$ cat config.mk
export PLATFORM = sky130hd
export DESIGN_NAME = qtw_top
export DESIGN_NICKNAME = d
export VERILOG_FILES = /design/src/hdl/qtw_pkg.sv /design/src/hdl/qtw_top.sv
export SDC_FILE = /design/constraint.sdc
export NUM_CORES = 1
export LEC_CHECK = 0
export ABC_AREA = 1
export BUFFER_PORTS_ARGS = -buffer_cell sky130_fd_sc_hd__buf_2
export CORE_MARGIN = 2
export CORE_UTILIZATION = 40
export DETAILED_ROUTE_END_ITERATION = 10
export HOLD_SLACK_MARGIN = 0.08
export PLACE_DENSITY = 0.64
export SYNTH_ARGS = -nofsm -noshare
export SYNTH_HDL_FRONTEND = slang
export SYNTH_HIERARCHICAL = 1
export SYNTH_SLANG_ARGS = --single-unit
$ cat constraint.sdc
create_clock -name sys_clk_i -period 5.6 [get_ports sys_clk_i]
set_input_delay 0.84 -clock sys_clk_i [delete_from_list [all_inputs] [get_ports sys_clk_i]]
set_output_delay 0.84 -clock sys_clk_i [all_outputs]
set_load 0.005 [all_outputs]
$ cat src/hdl/qtw_pkg.sv
// Purpose: shared constants of the quad timer and watchdog unit
// Assumes: one system clock, oscillator pin sampled in that domain
// Notes:   counts are in oscillator rising edges
package qtw_pkg;
	// ==========================================================
	// widths
	localparam int SHORT_W = 12;
	localparam int LONG_W  = 32;
	localparam int WD_W    = 10;
	localparam int DIV_W   = 7;
	// ==========================================================
	// timing counts (low_freq_osc edges per tick)
	localparam int TMR_DIV = 2;
	localparam int WD_DIV  = 128;
	localparam logic [DIV_W-1:0] TMR_DIV_LAST = 7'(TMR_DIV - 1);
	localparam logic [DIV_W-1:0] WD_DIV_LAST  = 7'(WD_DIV - 1);
	// ==========================================================
	// watchdog thresholds and reset values
	localparam logic [WD_W-1:0]  WD_WARN_VAL  = 10'h300;
	localparam logic [WD_W-1:0]  WD_LAST_VAL  = 10'h3ff;
	localparam logic [WD_W-1:0]  WD_RST_VAL   = 10'h000;
	localparam logic [DIV_W-1:0] DIV_RST_VAL  = 7'h00;
	localparam logic [3:0]       STAT_RST_VAL = 4'h0;
endpackage

$ cat src/hdl/qtw_top.sv
// Purpose: four general-purpose timers and a watchdog
// Assumes: control bits come from same-clock software logic
// Notes:   low_freq_osc is sampled as a pin, so it must be < sys_clk/2
//
// Contract
// - two 12-bit timers on system clock, ticked from low_freq_osc
// - two 32-bit timers on system clock
// - software configures all timers and watchdog
// - 12-bit timers tick at low_freq_osc divided two
// - 32-bit timers tick every system clock
// - one match value per timer, no capture
// - second 12-bit timer can chain onto first
// - single-shot or free-running mode per timer
// - per-timer timeout interrupt with own mask
// - all timer events share one output line
// - 10-bit watchdog ticks at low_freq_osc/128
// - watchdog idle until software enables it
// - missed reload while enabled forces system reset
// - watchdog disables itself after its reset
// - watchdog warning value drives non-maskable interrupt
`timescale 1ns/1ps

module qtw_gp_timer #(
	parameter int W = 12
) (
	// clock and reset
	input  wire logic         clk_i,
	input  wire logic         rst_n_i,
	// control
	input  wire logic         tick_i,
	input  wire logic         enable_i,
	input  wire logic         single_i,
	input  wire logic [W-1:0] match_i,
	// state
	output logic      [W-1:0] count_o,
	output logic              timeout_o,
	output logic              done_o
);
	logic hit;

	assign hit = (count_o == match_i);

	always_ff @(posedge clk_i or negedge rst_n_i) begin
		if (!rst_n_i) begin
			count_o   <= '0;
			timeout_o <= 1'b0;
			done_o    <= 1'b0;
		end else if (!enable_i) begin
			count_o   <= '0;
			timeout_o <= 1'b0;
			done_o    <= 1'b0;
		end else if (tick_i && !done_o) begin
			timeout_o <= hit;
			count_o   <= hit ? '0 : count_o + 1'b1;
			done_o    <= hit && single_i;
		end else begin
			timeout_o <= 1'b0;
		end
	end
endmodule

module qtw_top
	import qtw_pkg::*;
(
	// clock and reset
	input  wire logic              sys_clk_i,
	input  wire logic              arst_n_i,
	// oscillator pin
	input  wire logic              low_freq_osc_i,
	// timer control
	// software set control bits
	input  wire logic [3:0]        tmr_enable_i,
	input  wire logic [3:0]        tmr_single_i,
	input  wire logic              tmr_chain_i,
	input  wire logic [3:0]        tmr_mask_i,
	input  wire logic [3:0]        tmr_clear_i,
	input  wire logic [SHORT_W-1:0] match0_i,
	input  wire logic [SHORT_W-1:0] match1_i,
	input  wire logic [LONG_W-1:0] match2_i,
	input  wire logic [LONG_W-1:0] match3_i,
	// watchdog control
	input  wire logic              wd_enable_i,
	input  wire logic              wd_feed_i,
	// timer state
	output logic [SHORT_W-1:0]     cnt0_o,
	output logic [SHORT_W-1:0]     cnt1_o,
	output logic [LONG_W-1:0]      cnt2_o,
	output logic [LONG_W-1:0]      cnt3_o,
	output logic [3:0]             tmr_status_o,
	output logic                   tmr_irq_o,
	output logic                   timer_line_o,
	// watchdog state
	output logic [WD_W-1:0]        wd_count_o,
	output logic                   wd_active_o,
	output logic                   wd_nmi_o,
	output logic                   sys_rst_req_o
);
	// ==========================================================
	// reset release and oscillator sampling
	logic             rst_s1_q;
	logic             rst_n;
	logic             osc_s1_q;
	logic             osc_s2_q;
	logic             osc_s3_q;
	logic [DIV_W-1:0] div_q;
	logic             lf_tick_q;
	logic             wd_tick_q;
	logic             osc_rise;

	always_ff @(posedge sys_clk_i or negedge arst_n_i) begin
		if (!arst_n_i) begin
			rst_s1_q <= 1'b0;
			rst_n    <= 1'b0;
		end else begin
			rst_s1_q <= 1'b1;
			rst_n    <= rst_s1_q;
		end
	end

	// first stage feeds only the second
	always_ff @(posedge sys_clk_i or negedge rst_n) begin
		if (!rst_n) begin
			osc_s1_q <= 1'b0;
			osc_s2_q <= 1'b0;
			osc_s3_q <= 1'b0;
		end else begin
			osc_s1_q <= low_freq_osc_i;
			osc_s2_q <= osc_s1_q;
			osc_s3_q <= osc_s2_q;
		end
	end

	assign osc_rise = osc_s2_q && !osc_s3_q;

	// divide by two for short timers
	// divide by 128 for the watchdog
	always_ff @(posedge sys_clk_i or negedge rst_n) begin
		if (!rst_n) begin
			div_q     <= DIV_RST_VAL;
			lf_tick_q <= 1'b0;
			wd_tick_q <= 1'b0;
		end else begin
			div_q     <= osc_rise ? div_q + 1'b1 : div_q;
			lf_tick_q <= osc_rise && ((div_q & TMR_DIV_LAST) == TMR_DIV_LAST);
			wd_tick_q <= osc_rise && (div_q == WD_DIV_LAST);
		end
	end

	// ==========================================================
	// general-purpose timers
	logic [3:0] to;
	logic [3:0] done;
	logic       t1_tick;
	logic       long_tick;

	// chained timer advances on first's timeout
	assign t1_tick   = tmr_chain_i ? to[0] : lf_tick_q;
	assign long_tick = 1'b1;

	qtw_gp_timer #(.W(SHORT_W)) u_t0 (
		.clk_i     (sys_clk_i),
		.rst_n_i   (rst_n),
		.tick_i    (lf_tick_q),
		.enable_i  (tmr_enable_i[0]),
		.single_i  (tmr_single_i[0]),
		.match_i   (match0_i),
		.count_o   (cnt0_o),
		.timeout_o (to[0]),
		.done_o    (done[0])
	);
	// second short timer takes the chain
	qtw_gp_timer #(.W(SHORT_W)) u_t1 (
		.clk_i     (sys_clk_i),
		.rst_n_i   (rst_n),
		.tick_i    (t1_tick),
		.enable_i  (tmr_enable_i[1]),
		.single_i  (tmr_single_i[1]),
		.match_i   (match1_i),
		.count_o   (cnt1_o),
		.timeout_o (to[1]),
		.done_o    (done[1])
	);
	qtw_gp_timer #(.W(LONG_W)) u_t2 (
		.clk_i     (sys_clk_i),
		.rst_n_i   (rst_n),
		.tick_i    (long_tick),
		.enable_i  (tmr_enable_i[2]),
		.single_i  (tmr_single_i[2]),
		.match_i   (match2_i),
		.count_o   (cnt2_o),
		.timeout_o (to[2]),
		.done_o    (done[2])
	);
	qtw_gp_timer #(.W(LONG_W)) u_t3 (
		.clk_i     (sys_clk_i),
		.rst_n_i   (rst_n),
		.tick_i    (long_tick),
		.enable_i  (tmr_enable_i[3]),
		.single_i  (tmr_single_i[3]),
		.match_i   (match3_i),
		.count_o   (cnt3_o),
		.timeout_o (to[3]),
		.done_o    (done[3])
	);

	// ==========================================================
	// status, interrupt and shared line
	logic [3:0] stat_d;

	// set beats clear so no timeout is lost
	assign stat_d = (tmr_status_o & ~tmr_clear_i) | to;

	always_ff @(posedge sys_clk_i or negedge rst_n) begin
		if (!rst_n) begin
			tmr_status_o <= STAT_RST_VAL;
			tmr_irq_o    <= 1'b0;
			timer_line_o <= 1'b0;
		end else begin
			tmr_status_o <= stat_d;
			tmr_irq_o    <= |(stat_d & tmr_mask_i);
			timer_line_o <= |to;
		end
	end

	// ==========================================================
	// watchdog
	logic wd_expire;
	logic wd_warn;

	assign wd_expire = wd_active_o && wd_tick_q && (wd_count_o == WD_LAST_VAL);
	assign wd_warn   = wd_active_o && wd_tick_q && (wd_count_o == WD_WARN_VAL);

	always_ff @(posedge sys_clk_i or negedge rst_n) begin
		if (!rst_n) begin
			wd_active_o   <= 1'b0;
			wd_count_o    <= WD_RST_VAL;
			wd_nmi_o      <= 1'b0;
			sys_rst_req_o <= 1'b0;
		end else begin
			// expiry clears enable, wins over enable
			wd_active_o   <= !wd_expire && (wd_active_o || wd_enable_i);
			sys_rst_req_o <= wd_expire;
			wd_nmi_o      <= wd_warn;
			if (!wd_active_o || wd_feed_i || wd_expire) begin
				wd_count_o <= WD_RST_VAL;
			end else if (wd_tick_q) begin
				wd_count_o <= wd_count_o + 1'b1;
			end
		end
	end
endmodule

Word level (Yosys, flattened, before mapping) --
Index checks and enable logic that the tools add are counted.
Cells by class: add/subtract/negate cells 6, eq/ne operators 11, mux-type cells 31, bitwise operators 4, reduce and logical (&&, ||, !) cells 24
Operator list (number):
- $mux W32 | 6
- $mux W12 | 6
- $add A32 B1 Y32 const B | 2
- $eq A32 B32 Y1 | 2
- $add A12 B1 Y12 const B | 2
- $eq A12 B12 Y1 | 2
- $eq A10 B10 Y1 const B | 2
- $mux W10 | 2
- $mux W1 | 17
- $logic_and A1 B1 Y1 | 13
- $add A10 B1 Y10 const B | 1
- $and A4 B4 Y4 | 2
- $reduce_or A4 Y1 | 2
- $add A7 B1 Y7 const B | 1
- $eq A7 B7 Y1 const B | 1
- $logic_not A1 Y1 | 5
- $ne A2 B1 Y1 const B | 2
- $ne A2 B2 Y1 const B | 2
- $not A4 Y4 | 1
- $or A4 B4 Y4 | 1
- $logic_or A1 B1 Y1 | 3
- $reduce_bool A2 Y1 | 1
Storage, ports and cells: bits in registers 129, input port bits 110, output and inout bits 107, logic and storage cells 103

Depth between registers and ports, before layout --
Gate-level depths: netlist of run 1.
depth in word-level cells 5, mapped depth 12, gate-level depth less buffers 12

Hierarchy --
The synthesis of run 1 kept the hierarchy.
Modules (own cells, without submodules):
- qtw_gp_timer (u_t2 ...) | times used 2, cells an instance 452, area an instance 2713.9 um^2, sequential area each 850.8 um^2
- qtw_gp_timer (u_t0 ...) | times used 2, cells an instance 132, area an instance 984.7 um^2, sequential area each 350.3 um^2
- qtw_top | times used 1, cells an instance 168, area an instance 1480.2 um^2, sequential area each 825.8 um^2

Worst setup path before layout of run 1 --
No wires, ideal clock.
path kind in2reg, start point input port match2_i[17], end point register u_t2.count_o[22], library setup time 0.121 ns, arrival time 1.723 ns, required time 5.479 ns, setup slack 3.756 ns, cell stages on the path 12, path buffers 1, cell sequence inv_1 -> nand2_1 -> nand2_1 -> nor2_1 -> nand2_1 -> nor2_1 -> nand2_1 -> nor2_4 -> nand2_4 -> nand2_4 -> buf_6 -> nor2_1
Between the ends: cells in the longest elaborated chain, start to end 4
RTL lines:
- start, declared | line qtw_top.sv:79 | input wire logic [LONG_W-1:0] match2_i,
- $eq A32 B32 Y1 | line qtw_top.sv:41 | assign hit = (count_o == match_i);
- $mux W32 | line qtw_top.sv:54 | count_o <= hit ? '0 : count_o + 1'b1;
- $mux W32 | line qtw_top.sv:52 | end else if (tick_i && !done_o) begin
- $mux W32 | line qtw_top.sv:48 | end else if (!enable_i) begin
- end signal, assigned | line qtw_top.sv:54
- end, declared | line qtw_top.sv:35 | output logic [W-1:0] count_o,
Every way passes these cells. The select of a mux whose other input is x is not followed. A chain may end at the register's enable or synchronous reset.

Worst setup path in the final report of run 1 --
start point input port tmr_enable_i[3], end point register u_t3.count_o[18]
Between the ends: cells in the longest elaborated chain, start to end 1, elaborated cells between the ends (all ways) 2, classes of those cells eq/ne: 1; mux: 1
RTL lines:
- start, declared | line qtw_top.sv:72 | input wire logic [3:0] tmr_enable_i,
- $ne A2 B2 Y1 (no line) / $mux W32 (equally long branches)
- end signal, assigned | line qtw_top.sv:54
- end, declared | line qtw_top.sv:35
Several ways; a longest one is shown, not always the timed one.

==> impl_metrics.env, run 1 <==
export IMPL_run_status="finished clean"
export IMPL_final_seq_area_mm2=0.00323
export IMPL_final_hold_vio_count=0
export IMPL_worstHoldPathType="input pin to async pin"
export IMPL_synth_async_sr_flop_share=1.00
export IMPL_crit_path_cell_trace="buf_2, inv_1, nor2_2, inv_1, nand3_1, nor2_1, xor2_1, nor2_2"
export IMPL_final_setup_worst_slack_ns=3.27
export IMPL_fillCellCount=2234
export IMPL_yosysSeqAreaShare=0.364
export IMPL_maximum_single_stage_delay_on_the_critical_path_ns=0.60
export IMPL_ranking_of_synthesized_cells_by_instance_count="sky130_fd_sc_hd__nand2_1 (485), sky130_fd_sc_hd__inv_1 (192), sky130_fd_sc_hd__nor2_1 (182)"
export IMPL_setup_violations=0
export IMPL_final_setup_tns_ns=0
export IMPL_finalCriticalPeriod_ns=2.33
export IMPL_postCtsHoldBufs=0
export IMPL_multi_input_comb_area_mm2=0.00474
export IMPL_route_vias_total=8808
export IMPL_routedWlPerCell_um=13.2
export IMPL_critical_path_class="input pin to register"
export IMPL_floorplan_die_width_um=153
export IMPL_area_of_the_core_mm2=0.0218
export IMPL_numPlacedInstances=1825
export IMPL_gp_congestion=0.873
export IMPL_synth_seq_cells=129
export IMPL_io_pins=217
export IMPL_drtIter0Drc=627
export IMPL_cts_reportedPaths_clkPinSlew_ns=0.06
export IMPL_power_uw=2430
export IMPL_cts_resized=0
export IMPL_setup_worst_path_start_class="input pin"
export IMPL_global_route_overflow_total=0
export IMPL_detailed_placer_s_ending_hpwl_mm=18.8
export IMPL_netlist_area_mm2=0.00888
export IMPL_netlist_instances=1336
export IMPL_postLayoutCellArea_mm2=0.0109
export IMPL_drc=0
export IMPL_dp_worst_setup_slack_ns=2.88
export IMPL_clock_tree_root_cell="sky130_fd_sc_hd__clkbuf_16"
export IMPL_ctsHtreeMaxLevel=4
export IMPL_cts_repair_timing_setup_buffer_count=0
export IMPL_drive_gt1_frac=0.223
export IMPL_timing_slew_headroom=0.292
export IMPL_synth_edff_count=0
export IMPL_numPortBuffers=216
export IMPL_groute_usage_overall=0.214
export IMPL_via_count_normalized_by_instance_count=4.74
export IMPL_netlist_top_cells_area="sky130_fd_sc_hd__dfrtp_1 (36%), sky130_fd_sc_hd__nand2_1 (21%), sky130_fd_sc_hd__inv_1 (8.1%)"
export IMPL_critPathRequiredTime_ns=5.89
export IMPL_antenna_violations_before_repair=1
export IMPL_dominantRegCellSynth="sky130_fd_sc_hd__dfrtp_1"
export IMPL_worst_clock_skew_ns=0.00956
export IMPL_synth_lib_cells_used_distinct=35
export IMPL_cts_root_to_sink_buffers=2
export IMPL_worst_endpoint_arrival_ns=2.62
export IMPL_place_area_mm2=0.0102
export IMPL_cellLeakagePower_uw=0.00579
export IMPL_instances_no_fill=1859
export IMPL_initial_core_util=0.407
export IMPL_yosys_area_top_type="sky130_fd_sc_hd__dfrtp_1"
export IMPL_peakVddDrop_mv=0.173
export IMPL_worstMarginPinSlew_ns=1.06
export IMPL_final_period_utilization=0.417
export IMPL_die_area_mm2=0.0234
export IMPL_timing_critical_path_to_type="register"
export IMPL_route_final_wire_length_mm=24.5
export IMPL_clock_sinks=129
export IMPL_clock_latency_ns=0.41
export IMPL_max_cap_violations=0
export IMPL_critical_path_slowest_cell="sky130_fd_sc_hd__nor2_2"
export IMPL_syn_area_per_cell_um2=6.64
export IMPL_fmax_ghz=0.429
export IMPL_yosys_cell_count_top_type="sky130_fd_sc_hd__nand2_1"
export IMPL_power_per_cell_area_mw_per_mm2=223
export IMPL_syn_to_final_growth_pct=22.8
export IMPL_die_height_um=153
export IMPL_synth_top_area_frac=0.364
export IMPL_cpLargestDelayFamily="simple AND/OR/NAND/NOR gates"
export IMPL_fin_nets=1681
export IMPL_fp_row_count=54
export IMPL_drtPass1Iterations=6
export IMPL_maximum_number_of_pins_on_one_net_before_global_route_repair=82
export IMPL_cts_tree="yes"
export IMPL_grt_pass1_wl_mm=40.9
export IMPL_detail_route_antenna_nets=0
export IMPL_final_max_slew_viol_count=0
export IMPL_grt_setup_unrepaired="no"
export IMPL_grt_pass1_vias=8201
export IMPL_crit_buf_inv=3
export IMPL_yosys_warnings=6
export IMPL_cts_buffers=17
export IMPL_crit_path_max_fanout=16
==> registers in the layout, indices dropped and copies added (netlist names), 4 cells and up <==
register	count
u_t2/count_o	32
u_t3/count_o	32
u_t0/count_o	12
u_t1/count_o	12
wd_count_o	10
div_q	7
tmr_status_o	4
==> worst reg2reg max path, delay by kind of cell (launching register included) <==
kind	cells	cell delay, ns
xor gates and xnor gates	1	0.16
DFF	1	0.39
buffers and inverters	1	0.44
and+or+nand+nor	5	1.01
==> power by group <==
group / switching (uW) / total, uW / internal [uW]
combinational: 119 / 200 / 80.9
clock: 424 / 1240 / 817
sequential: 34.5 / 990 / 956
total: 578 / 2430 / 1850
==> cells in the final DEF (no fill, tap or decap), types with 3 or more instances in the layout <==
| cell type | count |
|---|---|
| sky130_fd_sc_hd__buf_2 | 216 |
| sky130_fd_sc_hd__bufinv_16 | 5 |
| sky130_fd_sc_hd__clkbuf_16 | 17 |
| sky130_fd_sc_hd__clkinv_4 | 3 |
| sky130_fd_sc_hd__conb_1 | 3 |
| sky130_fd_sc_hd__dfrtp_1 | 128 |
| sky130_fd_sc_hd__ha_1 | 7 |
| sky130_fd_sc_hd__inv_1 | 192 |
| sky130_fd_sc_hd__inv_2 | 23 |
| sky130_fd_sc_hd__nand2_1 | 485 |
| sky130_fd_sc_hd__nand2_2 | 10 |
| sky130_fd_sc_hd__nand2_4 | 7 |
| sky130_fd_sc_hd__nand3_1 | 62 |
| sky130_fd_sc_hd__nand3_2 | 3 |
| sky130_fd_sc_hd__nand4_1 | 27 |
| sky130_fd_sc_hd__nor2_1 | 182 |
| sky130_fd_sc_hd__nor2_2 | 34 |
| sky130_fd_sc_hd__nor2_4 | 12 |
| sky130_fd_sc_hd__nor3_1 | 26 |
| sky130_fd_sc_hd__nor3_2 | 4 |
| sky130_fd_sc_hd__nor3_4 | 4 |
| sky130_fd_sc_hd__nor3b_1 | 3 |
| sky130_fd_sc_hd__o21ai_0 | 19 |
| sky130_fd_sc_hd__o21ai_1 | 4 |
| sky130_fd_sc_hd__o22ai_1 | 4 |
| sky130_fd_sc_hd__xnor2_1 | 15 |
| sky130_fd_sc_hd__xor2_1 | 58 |
==> final cells by class <==
class	instances	share of cell area
diodes	2	0.000459
clock buffers	20	0.0419
clock inverters	12	0.0188
well taps	280	0.0321
multi-input cells	980	0.435
inverters	219	0.0758
repair buffers	217	0.0998
flip-flops and latches	129	0.296
==> per-stage QoR <==
step / utilization / hold WS, ns
global route: 0.500 / 0.191
floorplan: - / 0.331
global placement: 0.469 / 0.333
CTS: 0.499 / 0.189
detailed placement: 0.469 / 0.336
finish: 0.500 / 0.210
==> layer usage <==
| layer | GRT usage | vias to the layer above | wire length [um] |
|---|---|---|---|
| li1 | - | 4487 | - |
| met1 | 0.282 | 4010 | 11000 |
| met2 | 0.364 | 279 | 11700 |
| met3 | 0.0346 | 32 | 1420 |
| met4 | 0.0626 | 0 | 450 |
| met5 | 0 | - | 0 |
==> path summary, 6_finish.rpt <==
kind,start,to,slack [ns],depth (start not counted)
min in group sys_clk_i,osc_s1_q$_DFF_PN0_,osc_s2_q$_DFF_PN0_,0.35,0
setup / recovery,tmr_enable_i[3],u_t3/count_o[18]$_DFFE_PN0P_,3.27,8
max in group asynchronous,rst_n$_DFF_PN0_,u_t3/count_o[20]$_DFFE_PN0P_,3.83,1
hold / removal,arst_n_i,rst_n$_DFF_PN0_,0.21,1
setup reg to reg,u_t3/done_o$_DFFE_PN0P_,u_t3/count_o[18]$_DFFE_PN0P_,3.49,7
hold reg to reg,osc_s1_q$_DFF_PN0_,osc_s2_q$_DFF_PN0_,0.35,0
==> kinds of logic (layout without fill, tap and decap cells) <==
kind of cell,count (synthesis),after routing,share of synthesized area
AO/OA/AOI/OAI,31,31,0.0186
flip-flops,129,129,0.364
AND/OR/NAND/NOR,866,866,0.432
other,1,5,0.000422
adder cells (fa/ha/maj),7,7,0.00987
buffers and inverters,229,468,0.103
XOR/XNOR,73,73,0.0720
No activity file was read; power rests on OpenSTA's default activity.
==> run 2, diff against run 1 <==
--- a/config.mk
+++ b/config.mk
@@ -11,7 +11,7 @@
 export CORE_UTILIZATION = 40
 export DETAILED_ROUTE_END_ITERATION = 10
 export HOLD_SLACK_MARGIN = 0.08
-export PLACE_DENSITY = 0.64
+export PLACE_DENSITY = 0.66
 export SYNTH_ARGS = -nofsm -noshare
 export SYNTH_HDL_FRONTEND = slang
 export SYNTH_HIERARCHICAL = 1
==> constraint.sdc (replaced) <==
create_clock -name sys_clk_i -period 1.9 [get_ports sys_clk_i]
set_input_delay 0.285 -clock sys_clk_i [delete_from_list [all_inputs] [get_ports sys_clk_i]]
set_output_delay 0.285 -clock sys_clk_i [all_outputs]
set_load 0.005 [all_outputs]
==> run 2 against run 1 <==
  * Hold slack worse by 0.10 ns
  * Largest power group unchanged
  * Design area is 3.1% higher
  * Non-clock buffer count increased by 43
  * Power grew to 2.7 times the previous value
==> impl_metrics.env, run 2 (synthesis results as in run 1) <==
export IMPL_cts_buffers=17
export IMPL_fmax_ghz=0.560
export IMPL_largest_registers="u_t2/count_o: 32 flops, u_t3/count_o: 32 flops"
export IMPL_antenna_violations_before_repair=2
export IMPL_route_vias_total=8966
export IMPL_area_of_the_core_mm2=0.0218
export IMPL_crit_reg2reg_launch="u_t2/count_o[6]$_DFFE_PN0P_"
export IMPL_drc=0
export IMPL_clock_latency_ns=0.41
export IMPL_critical_path_class="register to register"
export IMPL_route_final_wire_length_mm=24.6
export IMPL_critical_path_reg2reg_endpoint="u_t2/count_o[23]$_DFFE_PN0P_"
export IMPL_ctsHtreeMaxLevel=4
export IMPL_syn_to_final_growth_pct=26.6
export IMPL_grt_setup_unrepaired="yes"
export IMPL_maximum_number_of_pins_on_one_net_before_global_route_repair=45
export IMPL_worstHoldPathType="input pin to register"
export IMPL_final_setup_tns_ns=0
export IMPL_power_per_cell_area_mw_per_mm2=588
export IMPL_detail_route_antenna_nets=0
export IMPL_worst_endpoint_arrival_ns=2.08
export IMPL_worst_clock_skew_ns=0.0101
export IMPL_setup_worst_path_start_class="register"
export IMPL_drtIter0Drc=503
export IMPL_cts_reportedPaths_clkPinSlew_ns=0.06
export IMPL_drive_gt1_frac=0.252
export IMPL_clock_sinks=129
export IMPL_crit_path_cell_trace="nand2_2, nor2_2, nand3_1, nor2_1, nand2_1, nor2_1, xor2_1, nor2_2"
export IMPL_grt_pass1_wl_mm=40.9
export IMPL_clock_tree_root_cell="sky130_fd_sc_hd__clkbuf_16"
export IMPL_met3WireLength_mm=1.55
export IMPL_place_area_mm2=0.0106
export IMPL_io_pins=217
export IMPL_detailed_placer_s_ending_hpwl_mm=19.3
export IMPL_max_cap_violations=0
export IMPL_wl_met1_mm=11.1
export IMPL_fin_nets=1724
export IMPL_postLayoutCellArea_mm2=0.0112
export IMPL_global_route_overflow_total=0
export IMPL_grt_pass1_vias=8396
export IMPL_setup_violations=0
export IMPL_fillCellCount=2174
export IMPL_critPathRequiredTime_ns=2.20
export IMPL_groute_usage_overall=0.213
export IMPL_numPlacedInstances=1858
export IMPL_worst_hold_startpoint="tmr_clear_i[0]"
export IMPL_run_status="finished clean"
export IMPL_cellLeakagePower_uw=0.00596
export IMPL_gp_congestion=0.933
export IMPL_worst_hold_path_endpoint="tmr_status_o[0]$_DFF_PN0_"
export IMPL_instances_no_fill=1902
export IMPL_maximum_single_stage_delay_on_the_critical_path_ns=0.51
export IMPL_reg2reg_setup_slack_ns=0.11
export IMPL_mostFrequentLayoutCells="sky130_fd_sc_hd__nand2_1 (485), sky130_fd_sc_hd__buf_2 (216), sky130_fd_sc_hd__inv_1 (192)"
export IMPL_numPortBuffers=216
export IMPL_routedWlPerCell_um=12.9
export IMPL_die_area_mm2=0.0234
export IMPL_crit_path_max_fanout=7
export IMPL_peakVddDrop_mv=0.512
export IMPL_cts_root_to_sink_buffers=2
export IMPL_floorplan_die_width_um=153
export IMPL_critical_path_slowest_cell="sky130_fd_sc_hd__dfrtp_1"
export IMPL_maxUsedRoutingLayer="met4"
export IMPL_final_hold_vio_count=0
export IMPL_final_max_slew_viol_count=0
export IMPL_power_uw=6610
export IMPL_via_count_normalized_by_instance_count=4.71
export IMPL_timing_critical_path_to_type="register"
export IMPL_hold_depth=2
export IMPL_final_common_cell="sky130_fd_sc_hd__nand2_1"
export IMPL_finalCriticalPeriod_ns=1.79
export IMPL_met2RoutedLength_mm=11.5
export IMPL_initial_core_util=0.407
export IMPL_die_height_um=153
export IMPL_drtPass1Iterations=5
export IMPL_reg2reg_depth=8
export IMPL_cts_tree="yes"
export IMPL_holdWs_ns=0.105
export IMPL_final_period_utilization=0.940
export IMPL_fp_row_count=54
==> run 2: routing by layer <==
layer,track usage,vias to the layer above
met2,0.349,295
met3,0.0414,34
met4,0.0705,0
met5,0,-
met1,0.283,4051
li1,-,4586
==> run 2: worst max-delay path by stage <==
| stage | startpoint | endpoint | slack (ns) | cells after the start |
|---|---|---|---|---|
| 2_1_floorplan | u_t2/count_o[1]$_DFFE_PN0P_ | u_t2/count_o[28]$_DFFE_PN0P_ | 0.32 | 11 |
| 3_3_place_gp | u_t2/count_o[0]$_DFFE_PN0P_ | u_t2/count_o[30]$_DFFE_PN0P_ | 0.02 | 11 |
| 3_5_place_dp | u_t2/count_o[0]$_DFFE_PN0P_ | u_t2/count_o[30]$_DFFE_PN0P_ | 0.02 | 11 |
| 4_1_cts | u_t2/count_o[0]$_DFFE_PN0P_ | u_t2/count_o[30]$_DFFE_PN0P_ | 0.001 | 11 |
| 5_1_grt | u_t2/count_o[6]$_DFFE_PN0P_ | u_t2/count_o[21]$_DFFE_PN0P_ | -0.007 | 8 |
| 6_report | u_t2/count_o[6]$_DFFE_PN0P_ | u_t2/count_o[23]$_DFFE_PN0P_ | 0.11 | 8 |
==> run 2: power by group <==
part           internal, uW  switching, uW
Combinational           286            389
Sequential             2820           80.0
Clock                  1720           1310
Total                  4830           1780
==> run 2: area by class of cell <==
cell class	instances	area (um2)	area share
Multi-Input combinational cell	980	4770	0.424
Inverter	219	827	0.0736
Sequential cell	129	3250	0.289
Antenna cell	2	5.00	0.000445
Timing Repair Buffer	260	1500	0.133
Clock buffer	19	443	0.0394
Tap cell	280	350	0.0312
Clock inverter	13	101	0.00902
==> run 2: per-stage QoR <==
step            util  setup WS, ns
6_report       0.515         0.113
5_1_grt        0.515      -0.00693
4_1_cts        0.511       0.00105
3_5_place_dp   0.484        0.0222
3_3_place_gp   0.484        0.0162
2_1_floorplan      -         0.322
==> run 2: worst max-delay path: cells and delay by family, from the launching register on <==
family	cells	cell delay (ns)
AND/OR/NAND/NOR	7	0.97
flip-flops	1	0.51
XOR/XNOR	1	0.20
==> run 2: what timing repair did <==
action	4_1_cts	5_1_grt
buffers inserted	0	5
hold endpoints to repair	6	0
resized for setup	0	19
hold buffers	5	0
setup endpoints to repair	0	64
